<file path="src/tsc_pkg.sv">
// What this block does
// counter equals compare: set match flags
// write one clears flag, zero keeps
// wake flag set when match woke sleeper
// count register reads live 24-bit counter
// enabled capture edge sets flag, stores count
// edge select: fall, rise, both, reserved
// reset-on-capture clears counter after store
// capture irq enable drives irq from flag
// capture edges optionally pass debounce filter
// event counting edges optionally debounced
// mode bit: free capture or trigger-counting
// source bit: pin or 32 kHz clock
// capture irq flag bit0, write-one clear
// reserved bits read zero, writes ignored
//
// Purpose: shared constants and types of the timer status and capture unit
// Assumes: avalon-mm byte addresses, one 32-bit word per register
// Notes:   all timing derives from the 50 MHz system clock
package tsc_pkg;

	// register byte offsets
	localparam logic [4:0] TSC_OFS_CONTROL     = 5'h00;
	localparam logic [4:0] TSC_OFS_COMPARE     = 5'h04;
	localparam logic [4:0] TSC_OFS_FLAGS       = 5'h08;
	localparam logic [4:0] TSC_OFS_COUNT       = 5'h0c;
	localparam logic [4:0] TSC_OFS_CAPTURE     = 5'h10;
	localparam logic [4:0] TSC_OFS_CAP_CONTROL = 5'h14;
	localparam logic [4:0] TSC_OFS_CAP_STATUS  = 5'h18;
	localparam logic [4:0] TSC_OFS_IRQ_MASK    = 5'h1c;

	// control register fields
	localparam int TSC_CTL_COUNT_ENABLE  = 30;
	localparam int TSC_CTL_MATCH_IRQ_EN  = 29;
	localparam int TSC_CTL_EVENT_COUNT   = 24;
	localparam int TSC_CTL_WAKE_ENABLE   = 23;
	localparam int TSC_CTL_CAP_SOURCE    = 19;
	localparam logic [31:0] TSC_CTL_WMASK = 32'h6188_0000;

	// flag register fields
	localparam int TSC_FLG_MATCH     = 2;
	localparam int TSC_FLG_WAKE      = 1;
	localparam int TSC_FLG_MATCH_IRQ = 0;

	// capture control fields
	localparam int TSC_CC_MODE_SEL   = 8;
	localparam int TSC_CC_EVT_DB_EN  = 7;
	localparam int TSC_CC_CAP_DB_EN  = 6;
	localparam int TSC_CC_CAP_IRQ_EN = 5;
	localparam int TSC_CC_RST_ON_CAP = 4;
	localparam int TSC_CC_CAP_EN     = 3;
	localparam int TSC_CC_EDGE_HI    = 2;
	localparam int TSC_CC_EDGE_LO    = 1;
	localparam logic [8:0] TSC_CC_WMASK = 9'h1fe;

	// capture status fields
	localparam int TSC_CS_CAP_FLAG     = 1;
	localparam int TSC_CS_CAP_IRQ_FLAG = 0;

	// reset values
	localparam logic [31:0] TSC_RST_WORD = 32'h0000_0000;

	// debounce sampling
	localparam int TSC_CLK_PERIOD_NS   = 20;
	localparam int TSC_DB_SAMPLE_NS    = 1000;
	localparam int TSC_DB_SAMPLE_CYC   = (TSC_DB_SAMPLE_NS + TSC_CLK_PERIOD_NS - 1)
		/ TSC_CLK_PERIOD_NS;
	localparam int TSC_DIV_W           = 6;
	localparam logic [TSC_DIV_W-1:0] TSC_DIV_LAST = TSC_DIV_W'(TSC_DB_SAMPLE_CYC - 1);
	localparam int TSC_DB_DEPTH        = 3;

	typedef enum logic [1:0] {
		TSC_EDGE_FALL = 2'h0,
		TSC_EDGE_RISE = 2'h1,
		TSC_EDGE_BOTH = 2'h2,
		TSC_EDGE_RSVD = 2'h3
	} tsc_edge_sel_t;

	typedef struct packed {
		logic level;
		logic rise;
		logic fall;
	} tsc_edge_t;

	typedef struct packed {
		logic [TSC_DB_DEPTH-1:0] samples;
		logic                    level;
		logic                    rise;
		logic                    fall;
	} tsc_filt_state_t;

	typedef struct packed {
		logic [TSC_DIV_W-1:0] cnt;
		logic                 tick;
	} tsc_div_state_t;

	typedef struct packed {
		logic [23:0] counter;
		logic [23:0] compare;
		logic [23:0] captured;
		logic [31:0] ctl;
		logic [8:0]  cap_ctl;
		logic [2:0]  flags;
		logic [2:0]  mask;
		logic [1:0]  cap_flags;
		logic        trig_started;
		logic        waitrequest;
		logic        irq;
		logic [31:0] readdata;
	} tsc_top_state_t;

	localparam tsc_top_state_t TSC_TOP_RESET = '{waitrequest: 1'b1, default: '0};

endpackage

</file>
<file path="src/tsc_tick_div.sv">
// Purpose: one-cycle sample enable for the debounce filters
// Assumes: single system clock
// Notes:   period set by the debounce sample constants
`timescale 1ns/1ps
module tsc_tick_div
	import tsc_pkg::*;
(
	input  wire logic clk_sys,
	input  wire logic resetn,
	output logic      tick
);
	tsc_div_state_t s;
	tsc_div_state_t next_s;

	always_comb begin
		next_s = s;
		next_s.tick = 1'b0;
		if (s.cnt == TSC_DIV_LAST) begin
			next_s.cnt = '0;
			next_s.tick = 1'b1;
		end else begin
			next_s.cnt = s.cnt + 1'b1;
		end
	end

	always_ff @(posedge clk_sys) begin
		if (!resetn) begin
			s <= '0;
		end else begin
			s <= next_s;
		end
	end

	assign tick = s.tick;
endmodule

</file>
<file path="src/tsc_edge_filter.sv">
// Purpose: optional debounce and edge detection of one input level
// Assumes: input synchronous to clk_sys
// Notes:   with debounce, level moves only after three equal samples
`timescale 1ns/1ps
module tsc_edge_filter
	import tsc_pkg::*;
(
	input  wire logic clk_sys,
	input  wire logic resetn,
	input  wire logic raw,
	input  wire logic debounce_en,
	input  wire logic sample_tick,
	output tsc_edge_t edge_o
);
	tsc_filt_state_t s;
	tsc_filt_state_t next_s;

	always_comb begin
		next_s = s;
		if (sample_tick) begin
			next_s.samples = {s.samples[TSC_DB_DEPTH-2:0], raw};
		end
		if (!debounce_en) begin
			next_s.level = raw;
		end else if (sample_tick && (&next_s.samples)) begin
			next_s.level = 1'b1;
		end else if (sample_tick && !(|next_s.samples)) begin
			next_s.level = 1'b0;
		end
		next_s.rise = next_s.level & ~s.level;
		next_s.fall = ~next_s.level & s.level;
	end

	always_ff @(posedge clk_sys) begin
		if (!resetn) begin
			s <= '0;
		end else begin
			s <= next_s;
		end
	end

	assign edge_o = '{level: s.level, rise: s.rise, fall: s.fall};
endmodule

</file>
<file path="src/tsc_top.sv">
// Purpose: status flags, count readback and capture of a 24-bit up timer
// Assumes: avalon-mm slave, byte addresses, one wait cycle per access
// Notes:   inputs synchronous to clk_sys; irq is a level
//
// The Avalon-MM interface to the registers is this design's own decision.
`timescale 1ns/1ps
module tsc_top
	import tsc_pkg::*;
(
	input  wire logic        clk_sys,
	input  wire logic        resetn,
	input  wire logic [4:0]  avs_address,
	input  wire logic        avs_read,
	input  wire logic        avs_write,
	input  wire logic [31:0] avs_writedata,
	input  wire logic [3:0]  avs_byteenable,
	output logic      [31:0] avs_readdata,
	output logic             avs_waitrequest,
	input  wire logic        ext_capture_pin,
	input  wire logic        clk32k_in,
	input  wire logic        ext_event_pin,
	input  wire logic        cpu_sleeping,
	output logic             irq
);
	tsc_top_state_t s;
	tsc_top_state_t next_s;

	logic      sample_tick;
	logic      cap_raw;
	tsc_edge_t cap_e;
	tsc_edge_t evt_e;

	logic          wr_accept;
	logic [31:0]   wbits;
	logic [31:0]   be_mask;
	logic          cap_en;
	logic          mode_trig;
	logic          waiting_trig;
	logic          hit_cap;
	logic          capture_now;
	logic          count_tick;
	logic          match_now;
	logic          wake_now;
	tsc_edge_sel_t edge_sel;

	// byte-lane mask
	function automatic logic [31:0] lane_mask(input logic [3:0] be);
		logic [31:0] m;
		m = '0;
		for (int i = 0; i < 4; i++) begin
			m[i*8 +: 8] = {8{be[i]}};
		end
		return m;
	endfunction

	// edge select decode
	function automatic logic edge_match(input tsc_edge_sel_t sel, input tsc_edge_t e);
		logic hit;
		hit = 1'b0;
		case (sel)
			TSC_EDGE_FALL: hit = e.fall;
			TSC_EDGE_RISE: hit = e.rise;
			TSC_EDGE_BOTH: hit = e.rise | e.fall;
			default:       hit = 1'b0;
		endcase
		return hit;
	endfunction

	// register read mux
	function automatic logic [31:0] read_word(input tsc_top_state_t r, input logic [4:0] a);
		logic [31:0] d;
		d = TSC_RST_WORD;
		if (a == TSC_OFS_CONTROL) begin
			d = r.ctl & TSC_CTL_WMASK;
		end else if (a == TSC_OFS_COMPARE) begin
			d = {8'h00, r.compare};
		end else if (a == TSC_OFS_FLAGS) begin
			d = {29'h0000_0000, r.flags};
		end else if (a == TSC_OFS_COUNT) begin
			d = {8'h00, r.counter};
		end else if (a == TSC_OFS_CAPTURE) begin
			d = {8'h00, r.captured};
		end else if (a == TSC_OFS_CAP_CONTROL) begin
			d = {23'h00_0000, r.cap_ctl};
		end else if (a == TSC_OFS_CAP_STATUS) begin
			d = {30'h0000_0000, r.cap_flags};
		end else if (a == TSC_OFS_IRQ_MASK) begin
			d = {29'h0000_0000, r.mask};
		end
		return d;
	endfunction

	tsc_tick_div u_div (
		.clk_sys (clk_sys),
		.resetn  (resetn),
		.tick    (sample_tick)
	);

	tsc_edge_filter u_cap_filt (
		.clk_sys     (clk_sys),
		.resetn      (resetn),
		.raw         (cap_raw),
		.debounce_en (s.cap_ctl[TSC_CC_CAP_DB_EN]),
		.sample_tick (sample_tick),
		.edge_o      (cap_e)
	);

	tsc_edge_filter u_evt_filt (
		.clk_sys     (clk_sys),
		.resetn      (resetn),
		.raw         (ext_event_pin),
		.debounce_en (s.cap_ctl[TSC_CC_EVT_DB_EN]),
		.sample_tick (sample_tick),
		.edge_o      (evt_e)
	);

	// capture source mux
	assign cap_raw = s.ctl[TSC_CTL_CAP_SOURCE] ? clk32k_in : ext_capture_pin;

	always_comb begin
		next_s = s;
		wr_accept = avs_write && !s.waitrequest;
		be_mask = lane_mask(avs_byteenable);
		wbits = avs_writedata & be_mask;
		cap_en = s.cap_ctl[TSC_CC_CAP_EN];
		mode_trig = s.cap_ctl[TSC_CC_MODE_SEL];
		waiting_trig = mode_trig && !s.trig_started;
		edge_sel = tsc_edge_sel_t'(s.cap_ctl[TSC_CC_EDGE_HI:TSC_CC_EDGE_LO]);
		hit_cap = cap_en && edge_match(edge_sel, cap_e);
		capture_now = hit_cap && !waiting_trig;
		count_tick = s.ctl[TSC_CTL_COUNT_ENABLE] && !waiting_trig
			&& (s.ctl[TSC_CTL_EVENT_COUNT] ? evt_e.rise : 1'b1);
		match_now = count_tick && (s.counter == s.compare);
		wake_now = match_now && cpu_sleeping && s.ctl[TSC_CTL_MATCH_IRQ_EN]
			&& s.ctl[TSC_CTL_WAKE_ENABLE];

		// bus handshake: one wait cycle, then accept
		if ((avs_read || avs_write) && s.waitrequest) begin
			next_s.waitrequest = 1'b0;
			next_s.readdata = avs_read ? read_word(s, avs_address) : TSC_RST_WORD;
		end else begin
			next_s.waitrequest = 1'b1;
		end

		// software writes first, hardware sets after so sets win
		if (wr_accept) begin
			if (avs_address == TSC_OFS_CONTROL) begin
				next_s.ctl = (s.ctl & ~lane_mask(avs_byteenable))
					| (wbits & TSC_CTL_WMASK);
			end else if (avs_address == TSC_OFS_COMPARE) begin
				next_s.compare = (s.compare & ~be_mask[23:0])
					| wbits[23:0];
			end else if (avs_address == TSC_OFS_FLAGS) begin
				next_s.flags = s.flags & ~wbits[2:0];
			end else if (avs_address == TSC_OFS_CAP_CONTROL) begin
				next_s.cap_ctl = (s.cap_ctl & ~be_mask[8:0])
					| (wbits[8:0] & TSC_CC_WMASK);
			end else if (avs_address == TSC_OFS_CAP_STATUS) begin
				next_s.cap_flags = s.cap_flags & ~wbits[1:0];
			end else if (avs_address == TSC_OFS_IRQ_MASK) begin
				next_s.mask = wbits[2:0];
			end
		end

		// trigger-counting arms again whenever capture is off
		if (!cap_en || !mode_trig) begin
			next_s.trig_started = 1'b0;
		end

		// counter: capture reset, trigger start, then counting
		if (capture_now) begin
			next_s.captured = s.counter;
			next_s.cap_flags[TSC_CS_CAP_IRQ_FLAG] = 1'b1;
			next_s.cap_flags[TSC_CS_CAP_FLAG] = 1'b1;
			if (s.cap_ctl[TSC_CC_RST_ON_CAP]) begin
				next_s.counter = '0;
			end else if (count_tick) begin
				next_s.counter = match_now ? 24'h00_0000 : s.counter + 24'h00_0001;
			end
		end else if (waiting_trig) begin
			next_s.counter = '0;
			if (hit_cap) begin
				next_s.trig_started = 1'b1;
			end
		end else if (count_tick) begin
			next_s.counter = match_now ? 24'h00_0000 : s.counter + 24'h00_0001;
		end

		if (match_now) begin
			next_s.flags[TSC_FLG_MATCH] = 1'b1;
			next_s.flags[TSC_FLG_MATCH_IRQ] = 1'b1;
		end
		if (wake_now) begin
			next_s.flags[TSC_FLG_WAKE] = 1'b1;
		end

		// level interrupt from next flag state
		next_s.irq = (|(next_s.flags & next_s.mask))
			|| (next_s.cap_flags[TSC_CS_CAP_IRQ_FLAG]
			&& next_s.cap_ctl[TSC_CC_CAP_IRQ_EN]);
	end

	always_ff @(posedge clk_sys) begin
		if (!resetn) begin
			s <= TSC_TOP_RESET;
		end else begin
			s <= next_s;
		end
	end

	assign avs_readdata = s.readdata;
	assign avs_waitrequest = s.waitrequest;
	assign irq = s.irq;
endmodule

</file>
<file path="config.mk">
export PLATFORM = sky130hd
export DESIGN_NAME = tsc_top
export DESIGN_NICKNAME = d
export VERILOG_FILES = /design/src/tsc_pkg.sv /design/src/tsc_tick_div.sv /design/src/tsc_edge_filter.sv /design/src/tsc_top.sv
export SDC_FILE = /design/constraint.sdc
export NUM_CORES = 1
export LEC_CHECK = 0
export ABC_AREA = 1
export BUFFER_PORTS_ARGS = -buffer_cell sky130_fd_sc_hd__buf_2
export CAP_MARGIN = 40
export CORE_MARGIN = 2
export CORE_UTILIZATION = 63
export DETAILED_ROUTE_END_ITERATION = 16
export HOLD_SLACK_MARGIN = 0.05
export PLACE_DENSITY = 0.9
export SLEW_MARGIN = 5
export SYNTH_ARGS = -nofsm -noshare
export SYNTH_HDL_FRONTEND = slang
export SYNTH_SLANG_ARGS = --single-unit
export TNS_END_PERCENT = 20
</file>
<file path="constraint.sdc">
create_clock -name clk_sys -period 3.3 [get_ports clk_sys]
set_clock_uncertainty 0.2 [all_clocks]
set_input_delay 0.165 -clock clk_sys [delete_from_list [all_inputs] [get_ports clk_sys]]
set_output_delay 0.165 -clock clk_sys [all_outputs]
set_load 0.02 [all_outputs]
</file>
==> run summary, run 1 <==
DR vias/cell - 5.986
worst skew pair latency - 0.56 ns
Critical path buffers and inverters - 6
placer congestion estimate - 0.9911
status - complete, no violations
Rows - 38
fin crit share - 0.9656
CTS buffer count - 17
Clock Pin Slew Worst Setup and Hold Paths - 0.06 ns
Final TNS setup - 0 ns
core area - 0.01084 mm2
worst hold path class - in2reg
setup bufs post-CTS - 0
post-layout instance area - 0.008504 mm2
top_reg_cell synth - dfxtp_1
DRC viols - 0
Leakage - 3.571 nW
total wire length - 22.55 mm
most common cell after layout, fill and taps aside - nand2_1
post-synthesis cell count - 982
RSZ-0062 raised after global routing - yes
worst slack, placed - 1.117 ns
Slew Limit Fails - 0
WL per Instance - 18.23 um
synthesized cell area - 0.007028 mm2
Clock Tree Root - clkbuf_8
drt first pass iters - 6
Vias - 7405
crit-path max cell delay - 0.58 ns
All-Layer GR Usage - 0.3913
worst r2r path cells - 8
hold endpoint - u_cap_filt.edge_o[1]$_SDFF_PN0_
# setup viols final - 0
CP Cell Sequence - dlygate4sd3_1, buf_2, inv_1, nor2_1, nand2_1, nor2_4, inv_2, nor2_8, nand2_4, o21ai_0, dlygate4sd3_1, a21oi_1, dlygate4sd3_1
IO Pins - 83
Die X - 109.6 um
largest net degree at the start of global routing - 45
max cap viols - 0
filler cell count - 702
Post-Synthesis Mean Instance Area - 7.157 um2
Worst EP arrival - 3.43 ns
worst path required time - 3.54 ns
worst vdd ir - 0.3835 mV
ys async rst share - 0
commonest non-fill, non-tap cells in the layout - 213 x nand2_1, 140 x dfxtp_1, 122 x a21oi_1, 94 x inv_1, 90 x nor2_1
r2r startpoint - avs_waitrequest$_SDFF_PN1_
antenna cells - 0
PD cells - 463.5 mW/mm2
hold_sp - clk32k_in
Post-DP Area - 0.007161 mm2
gr ovfl total - 0
Detailed Place HPWL - 12.83 mm
endpoints failing hold - 0
share of post-route cells with drive strength above 1 - 0.1431
flops & latches, synth - 140
sequential share of the synthesized area - 0.3988
Post-synth EDFFs - 0
vias in the first global route - 7250
FMAX - 313.8 MHz
clk sink count - 140
count of cell types in the netlist - 46
first-pass GRT wire length - 35.55 mm
Die Ht - 109.6 um
Worst setup EP type - register
Die ar. - 0.01202 mm2
Top delay family on crit path - buffers and inverters
Worst-Margin Slew - 0.7650 ns
PortBufs - 72
Area Growth Syn to Fin - 21.01%
TritonCTS clock tree - built
Starting Density - 0.6483
Worst R2R Setup Slack - 0.51 ns
DRT iter0 DRCs - 853
htree depth - 4
hold path depth - 7
Top cell by count, worst path - dlygate4sd3_1
nets - 1136
Worst Setup Start Kind - input pin
critical path class - in2reg
min setup slack post-route - 0.1136 ns
Yosys warning total - 0
Final min period - 3.186 ns
worst-path fanout max - 24
Design Power - 0.003942 W
relative slew slack - 0.4893
CP max-delay cell - dlygate4sd3_1
Antenna Violating Nets Remaining - 0
initial antenna violation count - 1
clk buf depth - 2
-- power by group --
group / internal [W] / leakage (nW) / switching (W) / total [W]
clock: 0.00123 / 0.297 / 0.000763 / 0.00199
combinational: 0.0000938 / 2.14 / 0.000147 / 0.000241
sequential: 0.00170 / 1.13 / 0.00000687 / 0.00171
-- area by class of cell --
class | instances | area [um2] | area share
Timing Repair Buffer | 153 | 1151 | 0.1354
Clock inverter | 10 | 137.6 | 0.01618
Inverter | 106 | 402.9 | 0.04737
Clock buffer | 22 | 473.0 | 0.05561
Tap cell | 140 | 175.2 | 0.02060
Sequential cell | 140 | 2803 | 0.3296
Multi-Input combinational cell | 666 | 3362 | 0.3953
-- worst reg2reg max path, cell delays in order (launching register included) --
cell and delay, ns:
dfxtp_1 0.33, inv_1 0.08, nand2_1 0.22, nor2_8 0.25, nand2_4 0.18, o21ai_0 0.23, dlygate4sd3_1 0.58, a21oi_1 0.04
dlygate4sd3_1 0.56
-- cells in the mapped netlist, types with 2 or more instances --
cell / n / area (um2)
o22ai_1: 19 / 118.9
inv_2: 10 / 37.54
a22oi_1: 4 / 30.03
a21oi_1: 122 / 610.6
nand2_2: 3 / 18.77
xor2_1: 15 / 131.4
nor4_1: 2 / 12.51
clkbuf_2: 5 / 25.02
o21ai_0: 59 / 295.3
nor2_8: 2 / 40.04
buf_4: 36 / 270.3
o21ai_1: 11 / 55.05
nor3_2: 2 / 20.02
o211ai_1: 3 / 22.52
nor2_2: 4 / 25.02
ha_1: 3 / 37.54
xnor2_1: 8 / 70.07
nor2_4: 9 / 101.4
inv_1: 94 / 352.8
nand4_1: 8 / 50.05
a211oi_1: 4 / 30.03
buf_2: 11 / 55.05
o41ai_1: 2 / 17.52
nand3_2: 3 / 30.03
buf_6: 6 / 67.56
nand2_4: 5 / 56.30
nor3b_1: 4 / 30.03
o21a_1: 2 / 15.01
nand2_1: 213 / 799.5
nor3_1: 12 / 60.06
clkbuf_1: 16 / 60.06
nor2_1: 91 / 341.6
dfxtp_1: 140 / 2803
nand3_1: 41 / 205.2
nand3_4: 2 / 35.03
-- stage by stage --
stage          hold slack [ns]    util  instances
6_report                0.1503  0.7845       1237
5_1_grt                 0.1859  0.7845       1237
4_1_cts                 0.1027  0.7843       1237
3_5_place_dp            0.2115  0.6605       1132
3_3_place_gp            0.2093  0.6605       1132
2_1_floorplan           0.1106       -        986
-- timing repair --
| item | CTS | global route |
|---|---|---|
| endpoints found under the setup margin | 0 | 6 |
| hold endpoints to repair | 100 | 0 |
| gates resized for setup | 0 | 1 |
| hold buffers | 73 | 0 |
-- cell families after synthesis --
| family | after synthesis | share of synthesized area |
|---|---|---|
| other cells | 1 | 0.0005336 |
| flops | 140 | 0.3988 |
| xor+xnor | 23 | 0.02866 |
| fa+ha+maj | 3 | 0.005341 |
| compound gates | 232 | 0.1784 |
| simple gates | 403 | 0.2630 |
| buf+inv | 180 | 0.1253 |
-- how the worst max path moves through the flow --
stage                      startpoint                end  slack, ns  cells past startpoint
floorplan           s[132]$_SDFF_PN0_  s[150]$_SDFF_PN0_       1.49                     11
global placement             register  s[140]$_SDFF_PN0_       1.14                     11
detailed placement           register  s[154]$_SDFF_PN0_       1.12                     11
CTS                    avs_address[2]           register       0.32                     13
global route           avs_address[2]           register      -0.07                     13
finish                 avs_address[2]           register       0.11                     13
-- per-layer routing --
metal,up-vias,wire length [um],global-route usage
li1,3376,-,-
met1,3352,8245,0.4382
met2,515,10510,0.6292
met3,160,2092,0.1280
met4,2,1686,0.2703
met5,-,13,0
Power figures use the tool's default switching activity.
==> run 2: changes to the inputs <==
CORE_UTILIZATION = 53   (was 63)
PLACE_DENSITY = 0.81   (was 0.9)
clock period = 2.9 ns   (was 3.3 ns; I/O delays follow)
==> run 2 against run 1 <==
Compared with the run above: die area increased by 18%; first-iteration DRC count increased by 6.7%; largest power group unchanged; wire length decreased by 10%; via count decreased by 4.8%; critical path depth decreased by 1; clock power increased by 21%; power increased by 17%.
==> run summary, run 2 (synthesized netlist as in run 1, its figures left out) <==
All-Layer GR Usage - 0.2873 (was 0.3913)
htree depth - 4 (unchanged)
Starting Density - 0.5371 (was 0.6483)
clk buf depth - 2 (unchanged)
Antenna Violating Nets Remaining - 0 (unchanged)
IO Pins - 83 (unchanged)
Die ar. - 0.01420 mm2 (was 0.01202 mm2)
commonest non-fill, non-tap cells in the layout - 213 x nand2_1, 140 x dfxtp_1, 122 x a21oi_1, 94 x inv_1, 91 x nor2_1 (was 213 x nand2_1, 140 x dfxtp_1, 122 x a21oi_1, 94 x inv_1, 90 x nor2_1)
status - complete, no violations (unchanged)
most common cell after layout, fill and taps aside - nand2_1 (unchanged)
fin crit share - 0.9460
relative slew slack - 0.5265 (was 0.4893)
gr ovfl total - 0 (unchanged)
Worst R2R Setup Slack - 0.17 ns (was 0.51 ns)
DRT iter0 DRCs - 910 (was 853)
PD cells - 540.3 mW/mm2 (was 463.5 mW/mm2)
final instance count without filler cells - 1267 (was 1237)
drt first pass iters - 6 (unchanged)
Placed Cells - 1171 (was 1132)
CTS buffer count - 17 (unchanged)
Worst EP arrival - 2.85 ns (was 3.43 ns)
Die Ht - 119.2 um (was 109.6 um)
endpoints failing hold - 0 (unchanged)
PortBufs - 72 (unchanged)
internal power - 0.003603 W (was 0.003025 W)
worst-path fanout max - 24 (unchanged)
part of the power in registers - 0.422 (was 0.433)
worst hold path class - in2reg (unchanged)
filler cell count - 1041 (was 702)
initial antenna violation count - 0 (was 1)
DRC viols - 0 (unchanged)
antenna cells - 0 (unchanged)
critical path class - in2reg (unchanged)
# setup viols final - 0 (unchanged)
Clk pwr share - 0.521 (was 0.506)
hold_sp - cpu_sleeping (was clk32k_in)
Area Growth Syn to Fin - 21.19% (was 21.01%)
Slew Limit Fails - 0 (unchanged)
Final min period - 2.743 ns
RSZ-0062 raised after global routing - no (was yes)
Sw Pwr - 0.0009988 W (was 0.0009164 W)
FMAX - 364.5 MHz
Vias - 7052 (was 7405)
crit path launch - avs_address[2] (unchanged)
r2r startpoint - avs_waitrequest$_SDFF_PN1_ (unchanged)
worst path required time - 3.01 ns (was 3.54 ns)
DR vias/cell - 5.566 (was 5.986)
Combinational Power Share - 0.057 (was 0.061)
max cap viols - 0 (unchanged)
worst vdd ir - 0.4363 mV (was 0.3835 mV)
first-pass GRT wire length - 32.52 mm (was 35.55 mm)
Leakage - 3.565 nW (was 3.571 nW)
Worst-Margin Slew - 0.7092 ns (was 0.7650 ns)
largest net degree at the start of global routing - 37 (was 45)
share of post-route cells with drive strength above 1 - 0.1457 (was 0.1431)
Final TNS setup - 0 ns (unchanged)
setup bufs post-CTS - 0 (unchanged)
Clock Pin Slew Worst Setup and Hold Paths - 0.06 ns (about the same)
placer congestion estimate - 0.9321 (was 0.9911)
Detailed Place HPWL - 13.03 mm (was 12.83 mm)
vias in the first global route - 6692 (was 7250)
total wire length - 20.29 mm (was 22.55 mm)
worst skew pair latency - 0.42 ns (was 0.56 ns)
switching fraction of total power - 0.2170 (was 0.2325)
CTS-repair resized insts - 0 (unchanged)
WL per Instance - 16.01 um (was 18.23 um)
Worst setup EP type - register (unchanged)
Clock Tree Root - clkbuf_16 (was clkbuf_8)
Die X - 119.2 um (was 109.6 um)
nets - 1130 (was 1136)
TritonCTS clock tree - built (unchanged)
Rows - 42 (was 38)
core area - 0.01309 mm2 (was 0.01084 mm2)
clk sink count - 140 (unchanged)
Worst Setup Start Kind - input pin (unchanged)
-- run 2: cell types whose count changed in the layout (fill, tap and decap cells not counted), sizes merged --
| cell | previous run | this run |
|---|---|---|
| clkbuf | 22 | 20 |
| inv | 104 | 105 |
| bufinv | 3 | 5 |
| dlygate4sd3 | 73 | 64 |
| clkinvlp | 2 | 1 |
| buf | 80 | 83 |
-- run 2: metal layers --
| metal | part of all wire | track usage | vias up |
|---|---|---|---|
| met1 | 0.40 | 0.3550 | 3250 |
| met2 | 0.47 | 0.4738 | 372 |
| li1 | - | - | 3356 |
| met4 | 0.045 | 0.1458 | 0 |
| met5 | 0 | 0 | - |
| met3 | 0.080 | 0.05939 | 74 |
-- run 2: final cells by class --
type,instances,area (um2),share of cell area
flip-flops and latches,140,2803,0.3291
clock inverters,12,191.4,0.02248
multi-input cells,666,3359,0.3944
repair buffers,147,1084,0.1272
well taps,176,220.2,0.02586
inverters,106,402.9,0.04730
clock buffers,20,456.7,0.05362
-- run 2: what timing repair did --
action | in CTS | in global routing
hold buffers | 64 | 0
endpoints found under the hold margin | 58 | 0
setup endpoints to repair | 0 | 0
-- run 2: power by group through the flow --
stage                     clock (W)  combinational, W  sequential (W)
after detailed placement          0          0.000197         0.00198
after global placement            0          0.000195         0.00198
after CTS                   0.00240          0.000251         0.00194
after floorplan                   0          0.000125         0.00198
after global routing        0.00248          0.000279         0.00194
final                       0.00240          0.000261         0.00194
-- run 2: per-stage QoR --
stage	setup WS [ns]	util	power [W]	hold WS (ns)	area (um2)
6_report	0.1565	0.6509	0.004602	0.07979	8517
5_1_grt	0.05394	0.6509	0.004703	0.07454	8517
4_1_cts	0.3095	0.6509	0.004592	0.05680	8517
3_5_place_dp	0.7617	0.5524	0.002182	0.2098	7228
3_3_place_gp	0.7975	0.5524	0.002179	0.1959	7228
2_1_floorplan	1.095	-	0.002109	0.09058	7043
-- run 2: final timing paths --
| kind | endpoint | cells past startpoint |
|---|---|---|
| worst max register to register | register | 8 |
| worst min register to register | u_evt_filt.edge_o[1]$_SDFF_PN0_ | 1 |
| worst max-delay path | register | 12 |
| worst min-delay path | s[41]$_SDFF_PN0_ | 4 |
-- run 2: worst max-delay path: stages --
cell	delay (ns)
buf_2	0.13
inv_1	0.11
nor2_1	0.11
nand2_1	0.09
nor2_4	0.15
inv_2	0.26
nor2_8	0.25
nand2_4	0.17
o21ai_0	0.24
dlygate4sd3_1	0.58
a21oi_1	0.04
dlygate4sd3_1	0.56
==> run 3: changes to the inputs <==
SKIP_CTS_REPAIR_TIMING = 1   (was unset)
SYNTH_HIERARCHICAL = 1   (was unset)
==> run 3 against run 2 <==
Compared with the run above: first-iteration DRC count fell by 12%; count of clock-buffer cells in the layout rose by 5; critical path depth fell by 2; global-route usage fell by 3.4 points; highest routed layer unchanged; sequential power barely moved; combinational power fell by 3%.
==> run summary, run 3 <==
Area Growth Syn to Fin - 17.50% (was 21.19%)
share of post-route cells with drive strength above 1 - 0.1388 (was 0.1457)
total wire length - 18.88 mm (was 20.29 mm)
Rows - 42 (unchanged)
Clock Tree Root - clkbuf_16 (unchanged)
worst path required time - 3.00 ns (was 3.01 ns)
Die ar. - 0.01439 mm2 (was 0.01420 mm2)
CP Cell Sequence - dlygate4sd3_1, buf_2, inv_1, nor2_1, inv_1, nor2_1, nand2_1, o21ai_0, dlygate4sd3_1, a21oi_1 (was buf_2, inv_1, nor2_1, nand2_1, nor2_4, inv_2, nor2_8, nand2_4, o21ai_0, dlygate4sd3_1, a21oi_1, dlygate4sd3_1)
initial antenna violation count - 0 (unchanged)
All-Layer GR Usage - 0.2533 (was 0.2873)
Die Ht - 120.0 um (was 119.2 um)
status - complete, no violations (unchanged)
RSZ-0062 raised after global routing - no (unchanged)
htree depth - 4 (unchanged)
WL per Instance - 14.52 um (was 16.01 um)
nets - 1165 (was 1130)
Top Metal Used - met4 (unchanged)
DR vias/cell - 5.378 (was 5.566)
worst skew pair latency - 0.43 ns (was 0.42 ns)
Top delay family on crit path - buffers and inverters (unchanged)
crit-path max cell delay - 0.59 ns (was 0.58 ns)
CTS buffer count - 17 (unchanged)
Clock Pin Slew Worst Setup and Hold Paths - 0.06 ns (about the same)
DRC viols - 0 (unchanged)
Worst EP arrival - 2.68 ns (was 2.85 ns)
Worst setup EP type - register (unchanged)
Detailed Place HPWL - 12.81 mm (was 13.03 mm)
Leakage - 3.581 nW (was 3.565 nW)
DRT iter0 DRCs - 804 (was 910)
core area - 0.01319 mm2 (was 0.01309 mm2)
endpoints failing hold - 0 (unchanged)
clk buf depth - 2 (unchanged)
Critical path buffers and inverters - 5 (unchanged)
# setup viols final - 0 (unchanged)
PD cells - 516.9 mW/mm2 (was 540.3 mW/mm2)
critical path class - in2reg (unchanged)
Worst-Margin Slew - 0.7126 ns (was 0.7092 ns)
Slew Limit Fails - 0 (unchanged)
Final TNS setup - 0 ns (unchanged)
synthesized cell area - 0.007127 mm2 (was 0.007028 mm2)
Vias - 6991 (was 7052)
largest net degree at the start of global routing - 75 (was 37)
Post-Synthesis Mean Instance Area - 6.853 um2 (was 7.157 um2)
Worst Setup Start Kind - input pin (unchanged)
Starting Density - 0.5403 (was 0.5371)
PortBufs - 72 (unchanged)
antenna cells - 0 (unchanged)
clk sink count - 142 (was 140)
met3 wire length - 1.571 mm (was 1.619 mm)
fin crit share - 0.8899 (was 0.9460)
Yosys warning total - 6 (was 0)
TritonCTS clock tree - built (unchanged)
Core Util, Final - 0.6349 (was 0.6509)
most common cell after layout, fill and taps aside - nand2_1 (unchanged)
drt first pass iters - 5 (was 6)
Antenna Violating Nets Remaining - 0 (unchanged)
commonest non-fill, non-tap cells in the layout - 219 x nand2_1, 142 x dfxtp_1, 131 x inv_1, 121 x a21oi_1, 113 x nor2_1 (was 213 x nand2_1, 140 x dfxtp_1, 122 x a21oi_1, 94 x inv_1, 91 x nor2_1)
post-synthesis cell count - 1040 (was 982)
first-pass GRT wire length - 28.94 mm (was 32.52 mm)
vias in the first global route - 6022 (was 6692)
relative slew slack - 0.5249 (was 0.5265)
Worst R2R Setup Slack - 0.38 ns (was 0.17 ns)
FMAX - 387.5 MHz (was 364.5 MHz)
worst vdd ir - 0.3404 mV (was 0.4363 mV)
worst hold path class - in2reg (unchanged)
IO Pins - 83 (unchanged)
Die X - 120.0 um (was 119.2 um)
max cap viols - 0 (unchanged)
met2 WL - 8.810 mm (was 9.560 mm)
Final min period - 2.581 ns (was 2.743 ns)
placer congestion estimate - 0.9204 (was 0.9321)
worst-path fanout max - 6 (was 24)
gr ovfl total - 0 (unchanged)
wl on met1 - 8.114 mm (was 8.203 mm)
CP max-delay cell - dlygate4sd3_1 (unchanged)
## run 3: worst paths after layout
path                                                      end                       start  cells past startpoint
worst max register to register                       register  avs_waitrequest$_SDFF_PN1_                      7
worst min-delay path            avs_readdata[19]$_SDFFE_PN0P_                    avs_read                      5
worst min register to register             s[98]$_SDFFE_PN0P_          s[98]$_SDFFE_PN0P_                      2
worst max-delay path                                 register                   avs_write                     10
## run 3: layout make-up
| class | instances | area, um2 |
|---|---|---|
| fillers | 1140 | 4816 |
| multi-input cells | 688 | 3341 |
| flip-flops and latches | 142 | 2843 |
| repair buffers | 125 | 878.3 |
| inverters | 139 | 521.8 |
| clock buffers | 25 | 515.5 |
| well taps | 176 | 220.2 |
| clock inverters | 5 | 55.05 |
## run 3: metal layers
layer / track usage / vias up
li1: - / 3434
met1: 0.3416 / 3206
met2: 0.4013 / 313
met3: 0.05086 / 38
met4: 0.09338 / 0
met5: 0 / -
## run 3: power by group
group | internal, W | total [W] | switching, W | leakage, nW
Sequential | 0.00196 | 0.00197 | 0.00000868 | 1.15
Combinational | 0.0000992 | 0.000252 | 0.000153 | 2.16
Clock | 0.00130 | 0.00210 | 0.000802 | 0.277
Total | 0.00337 | 0.00433 | 0.000963 | 3.58
## run 3: metrics by stage
step	total power, W	std cells	setup WS (ns)	area, um2	hold slack [ns]
after global routing	0.004448	1300	0.1673	8374	0.06519
after CTS	0.004286	1257	0.5733	7944	-0.2233
after global placement	0.002212	1227	0.5672	7373	0.2130
after floorplan	0.002148	1044	1.205	7142	0.05722
final	0.004329	1300	0.3192	8374	0.003345
after detailed placement	0.002215	1227	0.5661	7373	0.2096
## run 3: worst reg2reg max path, cell delays in order, from the launching register on
cell and delay, ns:
dfxtp_1 0.34, nor2_1 0.25, inv_1 0.23, nor2_1 0.39
nand2_1 0.18, o21ai_0 0.17, dlygate4sd3_1 0.59, a21oi_1 0.06
